--- src/rtl/hle_pkg.sv ---
`default_nettype none
package hle_pkg;
  // ----------------------------------------
  // clocking and serial timing
  // ----------------------------------------
  localparam int unsigned CLK_HZ  = 250_000_000;
  localparam int unsigned BAUD    = 9600;
  localparam int unsigned BIT_CYC = CLK_HZ / BAUD;
  localparam logic [3:0]  TX_BITS_PAR   = 4'hb;
  localparam logic [3:0]  TX_BITS_NOPAR = 4'ha;
  localparam logic [10:0] TX_IDLE       = 11'h7ff;
  // ----------------------------------------
  // host port register offsets
  // ----------------------------------------
  localparam logic [2:0] REG_CSUM_HI = 3'h6;
  localparam logic [2:0] REG_COMM    = 3'h7;
  // ----------------------------------------
  // characters and mode values
  // ----------------------------------------
  localparam logic [7:0] CH_BELL   = 8'h07;
  localparam logic [7:0] CH_ACK    = 8'h06;
  localparam logic [7:0] CH_LF     = 8'h0a;
  localparam logic [7:0] CH_CR     = 8'h0d;
  localparam logic [7:0] CH_CTRL_T = 8'h14;
  localparam logic [7:0] CH_SPACE  = 8'h20;
  localparam logic [7:0] CH_DEL    = 8'h7f;
  localparam logic [1:0] CSUM_MODE = 2'h1;
  localparam logic [1:0] HS_NONE   = 2'h0;
  localparam logic [1:0] HS_LF     = 2'h1;
  // ----------------------------------------
  // input queue
  // ----------------------------------------
  localparam int unsigned FIFO_W     = 10;
  localparam int unsigned FIFO_DEPTH = 16;
  // ----------------------------------------
  // state encodings
  // ----------------------------------------
  typedef enum logic [2:0] {
    SQ_IDLE = 3'b001,
    SQ_RSUM = 3'b010,
    SQ_CSUM = 3'b100
  } hle_seq_t;
  typedef enum logic [4:0] {
    RX_IDLE  = 5'b00001,
    RX_START = 5'b00010,
    RX_DATA  = 5'b00100,
    RX_PAR   = 5'b01000,
    RX_STOP  = 5'b10000
  } hle_rx_st_t;
endpackage
`default_nettype wire

--- src/rtl/hle_fifo.sv ---
`timescale 1ns/10ps
`default_nettype none
module hle_fifo #(
  parameter int unsigned W     = 10,
  parameter int unsigned DEPTH = 16
) (
  // clock and reset
  input  wire logic         sys_clk,
  input  wire logic         rst_n,
  // filling side
  input  wire logic         in_valid,
  output logic              in_ready,
  input  wire logic [W-1:0] in_data,
  // draining side
  output logic              out_valid,
  input  wire logic         out_ready,
  output logic [W-1:0]      out_data
);
  localparam int unsigned AW = $clog2(DEPTH);
  typedef struct packed {
    logic [DEPTH-1:0][W-1:0] mem;
    logic [AW-1:0]           wp;
    logic [AW-1:0]           rp;
    logic [AW:0]             cnt;
    logic                    ov;
    logic [W-1:0]            od;
  } hle_fifo_state_t;
  hle_fifo_state_t q;
  hle_fifo_state_t n;
  logic            push;
  logic            load;

  assign in_ready  = q.cnt != (AW+1)'(DEPTH);
  assign out_valid = q.ov;
  assign out_data  = q.od;

  always_comb
  begin
    n    = q;
    push = in_valid & in_ready;
    load = (q.cnt != '0) & (!q.ov | out_ready);
    if (push)
    begin
      n.mem[q.wp] = in_data;
      n.wp        = q.wp + 1'b1;
    end
    // head word sits in a register so the reader sees flop data
    if (!q.ov | out_ready)
    begin
      n.ov = load;
      if (load)
      begin
        n.od = q.mem[q.rp];
        n.rp = q.rp + 1'b1;
      end
    end
    n.cnt = q.cnt + (AW+1)'(push) - (AW+1)'(load);
  end

  always_ff @(posedge sys_clk or negedge rst_n)
  begin
    if (!rst_n)
      q <= '0;
    else
      q <= n;
  end
endmodule
`default_nettype wire

--- src/rtl/hle_rx.sv ---
`timescale 1ns/10ps
`default_nettype none
module hle_rx #(
  parameter int unsigned BIT_CYC = hle_pkg::BIT_CYC
) (
  // clock and reset
  input  wire logic       sys_clk,
  input  wire logic       rst_n,
  // serial line and parity option
  input  wire logic       rxd,
  input  wire logic       par_en,
  // received character, one-cycle pulse
  output logic            rx_valid,
  output logic [7:0]      rx_data,
  output logic            rx_err
);
  typedef struct packed {
    logic [1:0]         sync;
    hle_pkg::hle_rx_st_t st;
    logic [15:0]        cnt;
    logic [3:0]         bit_n;
    logic [7:0]         sh;
    logic               perr;
    logic               valid;
    logic [7:0]         data;
    logic               err;
  } hle_rx_state_t;
  hle_rx_state_t q;
  hle_rx_state_t n;
  logic          line;

  assign line     = q.sync[1];
  assign rx_valid = q.valid;
  assign rx_data  = q.data;
  assign rx_err   = q.err;

  always_comb
  begin
    n       = q;
    n.sync  = {q.sync[0], rxd};
    n.valid = 1'b0;
    if (q.cnt != '0)
      n.cnt = q.cnt - 16'h0001;
    unique case (q.st)
      hle_pkg::RX_IDLE:
        if (!line)
        begin
          n.st  = hle_pkg::RX_START;
          n.cnt = 16'(BIT_CYC / 2);
        end
      hle_pkg::RX_START:
        if (q.cnt == '0)
        begin
          n.st    = line ? hle_pkg::RX_IDLE : hle_pkg::RX_DATA;
          n.cnt   = 16'(BIT_CYC - 1);
          n.bit_n = '0;
        end
      hle_pkg::RX_DATA:
        if (q.cnt == '0)
        begin
          n.sh    = {line, q.sh[7:1]};
          n.bit_n = q.bit_n + 4'h1;
          n.cnt   = 16'(BIT_CYC - 1);
          if (q.bit_n == 4'h7)
            n.st = par_en ? hle_pkg::RX_PAR : hle_pkg::RX_STOP;
          n.perr = 1'b0;
        end
      hle_pkg::RX_PAR:
        if (q.cnt == '0)
        begin
          n.perr = ~^{q.sh, line};
          n.cnt  = 16'(BIT_CYC - 1);
          n.st   = hle_pkg::RX_STOP;
        end
      hle_pkg::RX_STOP:
        if (q.cnt == '0)
        begin
          // a stray parity bit lands here as the stop bit, an error when low
          n.valid = 1'b1;
          n.data  = q.sh;
          n.err   = q.perr | !line;
          n.st    = hle_pkg::RX_IDLE;
        end
      default:
        n.st = hle_pkg::RX_IDLE;
    endcase
  end

  always_ff @(posedge sys_clk or negedge rst_n)
  begin
    if (!rst_n)
    begin
      q      <= '0;
      q.sync <= 2'h3;
      q.st   <= hle_pkg::RX_IDLE;
    end
    else
      q <= n;
  end
endmodule
`default_nettype wire

--- src/rtl/hle_top.sv ---
// Summary of operation
// - jumper absent: check odd parity on receive, append odd parity on transmit.
// - character error flags the line; at CR the line is rejected.
// - check mode 0 or 1: bell sent at once on a character error.
// - jumper fitted: no parity either way; a stray parity bit of 0 gives framing error.
// - framing always checked and handled like a parity error.
// - half duplex after reset; CTRL-T toggles duplex; full duplex echoes.
// - echo is taken from the stored queue copy of the character.
// - checksums only in check mode 1, on serial and parallel ports.
// - checksum is the plain sum of byte codes.
// - device never compares checksums; host never sends one.
// - command checksum skips all control characters and the CR.
// - acknowledge per handshake mode, then command checksum right after.
// - data response and its checksum go before acknowledge and command checksum.
// - syntax error gives bell, no checksum, line discarded.
// - response line checksum counts every character, sent after its CR.
// - program output carries line checksums only, no acknowledge.
// - serial port sends only the low checksum byte.
// - parallel port shows low byte at offset 7, high byte at 6.
`timescale 1ns/10ps
`default_nettype none
module hle_top #(
  parameter int unsigned BIT_CYC = hle_pkg::BIT_CYC
) (
  // clock and reset
  input  wire logic       sys_clk,
  input  wire logic       rstn,
  // jumper and mode settings
  input  wire logic       parity_disable_jumper,
  input  wire logic [1:0] comm_check_mode_setting,
  input  wire logic [1:0] handshake_mode_setting,
  input  wire logic       use_parallel_port,
  // serial port
  input  wire logic       ser_rxd,
  output logic            ser_txd,
  // parallel host port
  input  wire logic [2:0] host_addr,
  input  wire logic       host_wr,
  input  wire logic       host_rd,
  input  wire logic [7:0] host_wdata,
  output logic [7:0]      host_rdata,
  output logic            host_busy,
  output logic            host_out_full,
  // received characters to the parser
  output logic            cmd_valid,
  input  wire logic       cmd_ready,
  output logic [7:0]      cmd_data,
  output logic            cmd_reject,
  // outgoing response characters
  input  wire logic       out_valid,
  output logic            out_ready,
  input  wire logic [7:0] out_data,
  // end of a host command
  input  wire logic       done_valid,
  output logic            done_ready,
  input  wire logic       done_syntax_err
);
  typedef struct packed {
    logic [1:0]       jmp;
    logic             duplex;
    logic             line_err;
    logic             bell_pend;
    logic             echo_pend;
    logic [7:0]       echo_byte;
    logic [15:0]      cmd_sum;
    logic [15:0]      cmd_hold;
    logic [15:0]      resp_sum;
    hle_pkg::hle_seq_t sq;
    logic [10:0]      tx_sh;
    logic [3:0]       tx_n;
    logic [15:0]      tx_cnt;
    logic [7:0]       par_out;
    logic [7:0]       par_hi;
    logic             par_full;
    logic [7:0]       rdata;
  } hle_top_state_t;

  hle_top_state_t q;
  hle_top_state_t n;
  logic [1:0]     rst_sync;
  logic           rst_n_s;
  logic           par_en;
  logic           csum_on;
  logic           rx_valid;
  logic [7:0]     rx_data;
  logic           rx_err;
  logic           rx_go;
  logic           in_go;
  logic [7:0]     in_ch;
  logic           f_push;
  logic           f_in_ready;
  logic [9:0]     f_in_data;
  logic           f_valid;
  logic           f_pop;
  logic [9:0]     f_data;
  logic           e_go;
  logic [7:0]     e_byte;
  logic [7:0]     e_hi;
  logic           free;

  // ----------------------------------------
  // reset release
  // ----------------------------------------
  always_ff @(posedge sys_clk or negedge rstn)
  begin
    if (!rstn)
      rst_sync <= 2'h0;
    else
      rst_sync <= {rst_sync[0], 1'b1};
  end
  assign rst_n_s = rst_sync[1];

  // ----------------------------------------
  // serial receiver and input queue
  // ----------------------------------------
  hle_rx #(
    .BIT_CYC (BIT_CYC)
  ) u_rx (
    .sys_clk  (sys_clk),
    .rst_n    (rst_n_s),
    .rxd      (ser_rxd),
    .par_en   (par_en),
    .rx_valid (rx_valid),
    .rx_data  (rx_data),
    .rx_err   (rx_err)
  );

  hle_fifo #(
    .W     (hle_pkg::FIFO_W),
    .DEPTH (hle_pkg::FIFO_DEPTH)
  ) u_fifo (
    .sys_clk   (sys_clk),
    .rst_n     (rst_n_s),
    .in_valid  (f_push),
    .in_ready  (f_in_ready),
    .in_data   (f_in_data),
    .out_valid (f_valid),
    .out_ready (f_pop),
    .out_data  (f_data)
  );

  assign par_en        = !q.jmp[1];
  assign csum_on       = comm_check_mode_setting == hle_pkg::CSUM_MODE;
  assign rx_go         = rx_valid & !use_parallel_port;
  assign in_go         = rx_go | (host_wr & use_parallel_port & host_addr == hle_pkg::REG_COMM);
  assign in_ch         = rx_go ? rx_data : host_wdata;
  assign cmd_valid     = f_valid & !q.echo_pend;
  assign f_pop         = cmd_valid & cmd_ready;
  assign cmd_data      = f_data[7:0];
  assign cmd_reject    = f_data[8];
  assign free          = use_parallel_port ? !q.par_full : (q.tx_n == '0);
  assign host_busy     = !f_in_ready;
  assign host_out_full = q.par_full;
  assign host_rdata    = q.rdata;
  assign ser_txd       = q.tx_sh[0];

  // ----------------------------------------
  // next state
  // ----------------------------------------
  always_comb
  begin
    n          = q;
    n.jmp      = {q.jmp[0], parity_disable_jumper};
    f_push     = 1'b0;
    f_in_data  = {rx_go, q.line_err, in_ch};
    e_go       = 1'b0;
    e_byte     = '0;
    e_hi       = '0;
    out_ready  = 1'b0;
    done_ready = 1'b0;

    // host register reads; a read of the comm byte frees it
    if (host_rd)
    begin
      n.rdata = '0;
      if (host_addr == hle_pkg::REG_COMM)
      begin
        n.rdata    = q.par_out;
        n.par_full = 1'b0;
      end
      else if (host_addr == hle_pkg::REG_CSUM_HI)
        n.rdata = q.par_hi;
    end

    // transmit shifter
    if (q.tx_n != '0)
    begin
      if (q.tx_cnt == '0)
      begin
        n.tx_sh  = {1'b1, q.tx_sh[10:1]};
        n.tx_n   = q.tx_n - 4'h1;
        n.tx_cnt = 16'(BIT_CYC - 1);
      end
      else
        n.tx_cnt = q.tx_cnt - 16'h0001;
    end

    // output sequencer: bell, echo, response, then command end
    if (free)
    begin
      unique case (q.sq)
        hle_pkg::SQ_RSUM:
        begin
          e_go       = 1'b1;
          e_byte     = q.resp_sum[7:0];
          e_hi       = q.resp_sum[15:8];
          n.resp_sum = '0;
          n.sq       = hle_pkg::SQ_IDLE;
        end
        hle_pkg::SQ_CSUM:
        begin
          e_go   = 1'b1;
          e_byte = q.cmd_hold[7:0];
          e_hi   = q.cmd_hold[15:8];
          n.sq   = hle_pkg::SQ_IDLE;
        end
        hle_pkg::SQ_IDLE:
          if (q.bell_pend)
          begin
            e_go        = 1'b1;
            e_byte      = hle_pkg::CH_BELL;
            n.bell_pend = 1'b0;
          end
          else if (q.echo_pend)
          begin
            // echo only has meaning on the serial line
            e_go        = !use_parallel_port;
            e_byte      = q.echo_byte;
            n.echo_pend = 1'b0;
          end
          else if (out_valid)
          begin
            out_ready  = 1'b1;
            e_go       = 1'b1;
            e_byte     = out_data;
            n.resp_sum = q.resp_sum + {8'h00, out_data};
            if (out_data == hle_pkg::CH_CR)
            begin
              if (csum_on)
                n.sq = hle_pkg::SQ_RSUM;
              else
                n.resp_sum = '0;
            end
          end
          else if (done_valid)
          begin
            done_ready = 1'b1;
            e_go       = 1'b1;
            if (done_syntax_err)
              e_byte = hle_pkg::CH_BELL;
            else
            begin
              unique case (handshake_mode_setting)
                hle_pkg::HS_NONE: e_go   = 1'b0;
                hle_pkg::HS_LF:   e_byte = hle_pkg::CH_LF;
                default:          e_byte = hle_pkg::CH_ACK;
              endcase
              if (csum_on)
                n.sq = hle_pkg::SQ_CSUM;
            end
          end
        default:
          n.sq = hle_pkg::SQ_IDLE;
      endcase
    end

    if (e_go)
    begin
      if (use_parallel_port)
      begin
        n.par_out  = e_byte;
        n.par_hi   = e_hi;
        n.par_full = 1'b1;
      end
      else
      begin
        // only the low byte of a sum leaves by the serial line
        n.tx_cnt = 16'(BIT_CYC - 1);
        if (par_en)
        begin
          n.tx_sh = {1'b1, ~^e_byte, e_byte, 1'b0};
          n.tx_n  = hle_pkg::TX_BITS_PAR;
        end
        else
        begin
          n.tx_sh = {2'b11, e_byte, 1'b0};
          n.tx_n  = hle_pkg::TX_BITS_NOPAR;
        end
      end
    end

    // stored copy feeds the echo
    if (f_pop && f_data[9] && q.duplex)
    begin
      n.echo_pend = 1'b1;
      n.echo_byte = f_data[7:0];
    end

    // receive side; flag sets come last so they win over clears
    if (in_go)
    begin
      if ((rx_go && rx_err) || !f_in_ready)
      begin
        n.line_err = 1'b1;
        if (!comm_check_mode_setting[1])
          n.bell_pend = 1'b1;
      end
      else if (rx_go && in_ch == hle_pkg::CH_CTRL_T)
        n.duplex = !q.duplex;
      else
      begin
        f_push = 1'b1;
        if (in_ch == hle_pkg::CH_CR)
        begin
          n.cmd_hold = q.cmd_sum;
          n.cmd_sum  = '0;
          n.line_err = 1'b0;
          if (q.line_err)
            n.bell_pend = 1'b1;
        end
        else if (in_ch >= hle_pkg::CH_SPACE && in_ch != hle_pkg::CH_DEL)
          n.cmd_sum = q.cmd_sum + {8'h00, in_ch};
      end
    end
  end

  always_ff @(posedge sys_clk or negedge rst_n_s)
  begin
    if (!rst_n_s)
    begin
      q       <= '0;
      q.sq    <= hle_pkg::SQ_IDLE;
      q.tx_sh <= hle_pkg::TX_IDLE;
    end
    else
      q <= n;
  end
endmodule
`default_nettype wire

--- config.mk ---
export PLATFORM = sky130hd
export DESIGN_NAME = hle_top
export DESIGN_NICKNAME = d
export VERILOG_FILES = /design/src/rtl/hle_pkg.sv /design/src/rtl/hle_fifo.sv /design/src/rtl/hle_rx.sv /design/src/rtl/hle_top.sv
export SDC_FILE = /design/constraint.sdc
export NUM_CORES = 1
export LEC_CHECK = 0
export ABC_AREA = 1
export CAP_MARGIN = 10
export CORE_MARGIN = 3
export CORE_UTILIZATION = 50
export DETAILED_ROUTE_END_ITERATION = 8
export DONT_BUFFER_PORTS = 1
export PLACE_DENSITY = 0.76
export SETUP_SLACK_MARGIN = 0.5
export SLEW_MARGIN = 15
export SYNTH_ARGS = -nofsm -noshare
export SYNTH_HDL_FRONTEND = slang
export SYNTH_SLANG_ARGS = --single-unit
export TNS_END_PERCENT = 10
--- constraint.sdc ---
create_clock -name sys_clk -period 13.5 [get_ports sys_clk]
set_input_delay 1.35 -clock sys_clk [delete_from_list [all_inputs] [get_ports sys_clk]]
set_output_delay 1.35 -clock sys_clk [all_outputs]
set_load 0.02 [all_outputs]
---- After elaboration in Yosys (flattened, before gate mapping) ----
Index checks and enable logic that the tools add are counted.
word-level totals
  register bits ........................... 353
  bits in latches ......................... 0
  bits in writable memories ............... 0
  bits in read-only memories .............. 0
  bits of input ports ..................... 34
  output and inout port bits .............. 23
  word-level logic and storage cells ...... 242
  memories kept ........................... 0
operators by class
  add/subtract/negate cells ............... 10
  $mul .................................... 0
  div/mod/pow operators ................... 0
  $lt $le $gt $ge ......................... 4
  equal/unequal tests ..................... 33
  shifts and indexed selects .............. 0
  muxes and demuxes ....................... 90
  bitwise gates (word level) .............. 12
  reduce and logical (&&, ||, !) cells .... 45
operator list
  cell                                                  number
  bitwise mux 160 bit                                   1
  two-way mux 16 bit                                    6
  two-way mux 8 bit                                     8
  case mux 16 bit (4 select lines)                      1
  two-way mux 31 bit                                    2
  two-way mux 19 bit                                    3
  two-way mux 48 bit                                    1
  two-way mux 21 bit                                    2
  binary-select mux 10 bit (select 4 bit)               1
  demux 10 bit (select 4 bit)                           1
  two-way mux 10 bit                                    4
  two-way mux 34 bit                                    1
  adder 16 x 8 -> 16 bit                                2
  zero test 16 bit                                      2
  case mux 16 bit (2 select lines)                      1
  subtractor 16 x 1 -> 16 bit (second input constant)   2
  two-way mux 1 bit                                     28
  two-way mux 25 bit                                    1
  case mux 5 bit (5 select lines)                       1
  case mux 8 bit (3 select lines)                       1
  two-way mux 3 bit                                     7
  two-way mux 9 bit                                     2
  two-way mux 17 bit                                    1
  equality test 8 x 4 -> 1 bit (second input constant)  2
  52 further kinds                                      113

---- Logic depth before layout (Yosys ltp) ----
  depth in word-level cells ............... 13
  gate-level depth with buffers ........... 18
  gate-level depth less buffers ........... 17

---- Hierarchy ----
From an unflattened synthesis, not the netlist that was laid out.
second synthesis, totals
  cell total of the unflattened synthesis .. 2488
  area, all modules ....................... 19376.1 sq um
modules (own cells, without submodules)
  module    instances  cells an instance  area each (sq um)  seq. area each (sq um)
  hle_fifo  1          1165               9273.9             4604.4
  hle_top   1          978                7488.4             3093.0
  hle_rx    1          345                2613.8             1154.9

---- Worst setup path after synthesis ----
No wires, ideal clock.
  path type ............................... input to register
  start ................................... in use_parallel_port
  end ..................................... reg u_fifo.q[15] in the netlist's numbering
  library setup time ...................... 0.079 ns
  arrival ................................. 3.493 ns
  data required time ...................... 13.421 ns
  setup slack ............................. 9.928 ns
  cell stages on the path ................. 15
  path buffers ............................ 1
  cell sequence ........................... inv_2 > nand2_4 > nand2_1 > nand2_2 > nor2_1 > nand4_4 > nand2_8 > inv_6 > buf_6 > ha_1 > fa_1 > a21oi_1 > nor2_1 > nor2_1 > xor2_1
RTL lines
  item                  line            text
  from (decl)           hle_top.sv:32   input wire logic use_parallel_port,
  to (signal assigned)  hle_fifo.sv:65  q <= n;
  to (decl)             hle_fifo.sv:28  hle_fifo_state_t q;

---- Worst setup path after layout ----
  start ................................... reg q[41] in the netlist's numbering
  end ..................................... out out_ready
on the way
  longest elaborated chain between the ends .. 3
ends and longest elaborated chain
  item                    line            text
  from (decl)             hle_top.sv:78   hle_top_state_t q;
  from (signal assigned)  hle_top.sv:336  q <= n;
  zero test 4 bit         hle_top.sv:151  assign free = use_parallel_port ? !q.par_full : (q.tx_n == '0);
  two-way mux 1 bit       hle_top.sv:151
  two-way mux 1 bit       hle_top.sv:199  if (free)
  to (decl)               hle_top.sv:51   output logic out_ready,
Every way passes these cells.

==> impl_results.html <==
<table>
<tr><th>Metric</th><th>Value</th></tr>
<tr><th colspan="2">Flow run</th></tr>
<tr><td>Number of violations of the max-capacitance limit</td><td>0</td></tr>
<tr><th colspan="2">Finish</th></tr>
<tr><td>Most common cell after layout, fill and taps aside</td><td>sky130_fd_sc_hd__nand2_1</td></tr>
<tr><td>Count of filler cells inserted in the layout</td><td>3042</td></tr>
<tr><td>Final non-filler cell total</td><td>2545</td></tr>
<tr><td>Cell area after layout</td><td>19290 um^2</td></tr>
<tr><td>Area growth from synthesis to final layout</td><td>7.835%</td></tr>
<tr><td>Total Nets Final</td><td>2129</td></tr>
<tr><td>Commonest non-fill, non-tap cells in the layout</td><td>455 x sky130_fd_sc_hd__nand2_1, 336 x sky130_fd_sc_hd__dfrtp_1, 248 x sky130_fd_sc_hd__o21ai_0</td></tr>
<tr><td>Share of layout cells above drive strength 1</td><td>9.143%</td></tr>
<tr><th colspan="2">Synth</th></tr>
<tr><td>#FFs+latches synth</td><td>353</td></tr>
<tr><td>Asr flop ratio synth</td><td>100.0%</td></tr>
<tr><td>Number of enable-type register cells in the synthesized netlist</td><td>0</td></tr>
<tr><td>Post-Synthesis Net Count</td><td>2190</td></tr>
<tr><td>Post-synthesis cell area</td><td>17880 um^2</td></tr>
<tr><td>Gate count of the mapped netlist</td><td>2120</td></tr>
<tr><td>Area share of the largest cell type after synthesis</td><td>47.29%</td></tr>
<tr><td>Synth top area cells</td><td>sky130_fd_sc_hd__dfrtp_1 47%, sky130_fd_sc_hd__nand2_1 9.5%, sky130_fd_sc_hd__o21ai_0 7.0%</td></tr>
<tr><td>Fraction of the yosys area taken by sequential cells</td><td>49.50%</td></tr>
<tr><td>Number of unique standard cell types used by synthesis</td><td>60</td></tr>
<tr><td>Most area-hungry cell type in the Yosys netlist</td><td>sky130_fd_sc_hd__dfrtp_1</td></tr>
<tr><td>Top_reg_cell synth</td><td>sky130_fd_sc_hd__dfrtp_1</td></tr>
<tr><td>Mapped Avg Cell Area</td><td>8.436 um^2</td></tr>
<tr><td>Warnings from Yosys</td><td>0</td></tr>
<tr><th colspan="2">Setup path</th></tr>
<tr><td>WP data arrival</td><td>2530 ps</td></tr>
<tr><td>CP Class</td><td>reg -&gt; out</td></tr>
<tr><td>Type of element capturing the critical path</td><td>output pin</td></tr>
<tr><td>Critical path startpoint category</td><td>register</td></tr>
<tr><td>Worst EP required</td><td>12150 ps</td></tr>
<tr><td>Crit-path max FO</td><td>6</td></tr>
<tr><th colspan="2">STA</th></tr>
<tr><td>Final period utilization</td><td>28.72%</td></tr>
<tr><td>Final Max Slew Viols</td><td>0</td></tr>
<tr><td>Final critical-path setup slack</td><td>9623 ps</td></tr>
<tr><td>Achievable frequency</td><td>257.9 MHz</td></tr>
<tr><td>Worst slew pin tran</td><td>1017 ps</td></tr>
<tr><td>Number of failing hold endpoints at the final stage</td><td>0</td></tr>
<tr><td>Worst setup skew after layout</td><td>21.57 ps</td></tr>
<tr><td>Max-slew headroom</td><td>32.22%</td></tr>
<tr><td>Sum Neg Setup Slack</td><td>0 ps</td></tr>
<tr><td>Endpoints failing setup</td><td>0</td></tr>
<tr><td>Unrepaired setup endpoints after global routing</td><td>false</td></tr>
<tr><td>Minimum clock period</td><td>3877 ps</td></tr>
<tr><th colspan="2">Global routing</th></tr>
<tr><td>GRT overflow</td><td>0</td></tr>
<tr><td>Global-route total usage across every layer</td><td>23.26%</td></tr>
<tr><td>Number of global-route vias before repair</td><td>14270</td></tr>
<tr><td>First-pass GRT wire length</td><td>73350 um</td></tr>
<tr><td>Antenna violations before repair</td><td>1</td></tr>
<tr><td>Maximum number of pins on one net before global-route repair</td><td>83</td></tr>
<tr><th colspan="2">Clock network</th></tr>
<tr><td>Total setup buffers inserted after CTS</td><td>0</td></tr>
<tr><td>Latest clock arrival within the worst-skew pair</td><td>550 ps</td></tr>
<tr><td>Hold buffer count at cts</td><td>0</td></tr>
<tr><td>Clock-pin slew on the worst setup and hold paths</td><td>60 ps</td></tr>
<tr><td>Root Buffer Master</td><td>sky130_fd_sc_hd__clkbuf_16</td></tr>
<tr><td>Number of levels in the clock H-tree</td><td>2</td></tr>
<tr><td>Sinks on Clock Net</td><td>353</td></tr>
<tr><td>TritonCTS clock tree</td><td>built</td></tr>
<tr><td>Post-cts sizing count</td><td>0</td></tr>
<tr><td>Maximum number of buffers from clock root to sink</td><td>3</td></tr>
<tr><td>Clock buffers created by TritonCTS</td><td>40</td></tr>
<tr><th colspan="2">Pwr</th></tr>
<tr><td>Highest ir drop seen on vdd</td><td>0.1199 mV</td></tr>
<tr><td>Total power after layout</td><td>3742 uW</td></tr>
<tr><td>Leakage power total</td><td>0.008987 uW</td></tr>
<tr><td>Power per cell area</td><td>194.0 nW/um^2</td></tr>
<tr><th colspan="2">Route</th></tr>
<tr><td>Residual DRC count</td><td>0</td></tr>
<tr><td>Vias</td><td>14720</td></tr>
<tr><td>Met1 WL</td><td>19500 um</td></tr>
<tr><td>Via density per instance</td><td>5.785</td></tr>
<tr><td>Detailed Routing Iterations Pass 1</td><td>5</td></tr>
<tr><td>Detailed-routed wire length on met2</td><td>20410 um</td></tr>
<tr><td>DRC marker count from the first detailed-route iteration</td><td>1450</td></tr>
<tr><td>Detailed Route WL</td><td>44740 um</td></tr>
<tr><td>Top routing layer in use</td><td>met5</td></tr>
<tr><td>Average wire per standard cell</td><td>17.58 um</td></tr>
<tr><td>Antenna viol nets, final</td><td>0</td></tr>
<tr><td>Met3 layer wire length in the routed design</td><td>3674 um</td></tr>
<tr><th colspan="2">Die</th></tr>
<tr><td>Area of the die</td><td>38070 um^2</td></tr>
<tr><td>Num ports</td><td>57</td></tr>
<tr><td>Std-Cell Rows</td><td>68</td></tr>
<tr><td>Vert. Die Dim</td><td>195.1 um</td></tr>
<tr><td>Core Area</td><td>34880 um^2</td></tr>
<tr><td>Initial standard-cell utilization of the core</td><td>51.27%</td></tr>
<tr><td>Die extent in x</td><td>195.1 um</td></tr>
<tr><th colspan="2">Place</th></tr>
<tr><td>Post-detailed-placement cell area</td><td>17960 um^2</td></tr>
<tr><td>Port Buf Inserts</td><td>0</td></tr>
<tr><td>Cell Count Post-Placement</td><td>2472</td></tr>
<tr><td>Total half-perimeter wirelength after legalization and detailed placement</td><td>29790 um</td></tr>
<tr><td>Dpl ws</td><td>9150 ps</td></tr>
<tr><td>Routability congestion estimate</td><td>0.9240</td></tr>
<tr><th colspan="2">Hold path</th></tr>
<tr><td>Worst min-delay path category</td><td>reg -&gt; reg</td></tr>
<tr><th colspan="2">Outcome</th></tr>
<tr><td>Run status</td><td>finished clean</td></tr>
</table>
Yosys cell counts, types with 5 or more instances:
cell type / n
sky130_fd_sc_hd__o221ai_1: 29
sky130_fd_sc_hd__dfrtp_1: 338
sky130_fd_sc_hd__a31oi_1: 17
sky130_fd_sc_hd__o211ai_1: 17
sky130_fd_sc_hd__o21ai_0: 249
sky130_fd_sc_hd__nor3_1: 16
sky130_fd_sc_hd__o21ai_1: 84
sky130_fd_sc_hd__nand4_2: 6
sky130_fd_sc_hd__nor2_1: 203
sky130_fd_sc_hd__or2_2: 7
sky130_fd_sc_hd__dfstp_2: 15
sky130_fd_sc_hd__nand4_1: 31
sky130_fd_sc_hd__buf_2: 27
sky130_fd_sc_hd__a21oi_1: 45
sky130_fd_sc_hd__clkbuf_1: 54
sky130_fd_sc_hd__buf_4: 26
sky130_fd_sc_hd__nand2_1: 455
sky130_fd_sc_hd__nand2_2: 6
sky130_fd_sc_hd__mux2_2: 15
sky130_fd_sc_hd__xor2_1: 33
sky130_fd_sc_hd__o21ai_2: 37
sky130_fd_sc_hd__o21a_1: 5
sky130_fd_sc_hd__buf_1: 5
sky130_fd_sc_hd__clkinv_1: 5
sky130_fd_sc_hd__inv_1: 180
sky130_fd_sc_hd__nor4_1: 9
sky130_fd_sc_hd__o22ai_1: 24
sky130_fd_sc_hd__inv_2: 10
sky130_fd_sc_hd__a22oi_1: 8
sky130_fd_sc_hd__ha_1: 33
sky130_fd_sc_hd__xnor2_1: 13
sky130_fd_sc_hd__nand3_1: 74
cell type report:
class / count / area (um^2) / share of cell area (%)
Clock inverter: 16 / 178.9 / 0.9277
Timing Repair Buffer: 13 / 97.59 / 0.5060
Inverter: 196 / 740.7 / 3.841
Sequential cell: 353 / 8857 / 45.93
Tap cell: 455 / 569.3 / 2.952
Clock buffer: 56 / 1144 / 5.930
Antenna cell: 1 / 2.502 / 0.01298
Multi-Input combinational cell: 1455 / 7696 / 39.91
path summary, 6_finish.rpt:
check,cells after the start,slack (ps),endpoint,from
worst min register to register,0,350,q[120],n[120]
min in group asynchronous,0,450,u_rx.q[17],rst_sync[1]
worst min-delay path,0,350,q[120],n[120]
max in group asynchronous,2,10870,u_fifo.q[16],rst_sync[1]
worst max-delay path,6,9620,out_ready,q[41]
worst max register to register,13,10130,u_fifo.q[15],u_rx.rx_valid
sequential cells by signal, summed over array words and instances (netlist names), 2 cells and up:
register / cells
host_rdata: 8
u_rx.rx_data: 8
rst_sync: 2
u_rx.q: 34
u_fifo.out_data: 10
q: 109
u_fifo.q: 173
stage by stage:
step | utilization (%) | hold WS [ps]
2_1_floorplan | - | 331.2
3_3_place_gp | 51.49 | 333.3
3_5_place_dp | 51.49 | 334.7
4_1_cts | 55.28 | 346.8
5_1_grt | 55.28 | 356.3
6_report | 55.29 | 347.0
where the power goes:
part,internal [uW],switching [uW]
registers,1290,203
clock network,652,442
logic,399,762
total,2340,1410
cells by family after synthesis:
kind of cell | synth area share (%)
AO/OA/AOI/OAI | 17.50
XOR/XNOR | 2.253
adder cells (fa/ha/maj) | 2.645
buffers and inverters | 7.528
flip-flops | 49.50
multiplexers | 1.056
other | 0.02097
AND/OR/NAND/NOR | 19.50
worst max-delay path, stage by stage, from the launching register on:
cell,delay [ps]
sky130_fd_sc_hd__dfrtp_1,430
sky130_fd_sc_hd__inv_1,80
sky130_fd_sc_hd__ha_1,190
sky130_fd_sc_hd__nand3_1,340
sky130_fd_sc_hd__o21ai_1,280
sky130_fd_sc_hd__inv_1,130
sky130_fd_sc_hd__nor3_1,530
layer usage:
layer	vias to the layer above	GRT usage [%]
met1	7122	32.19
met2	562	36.57
met3	90	5.297
li1	6947	-
met5	-	0
met4	2	7.684
No activity file was read; power rests on OpenSTA's default activity.
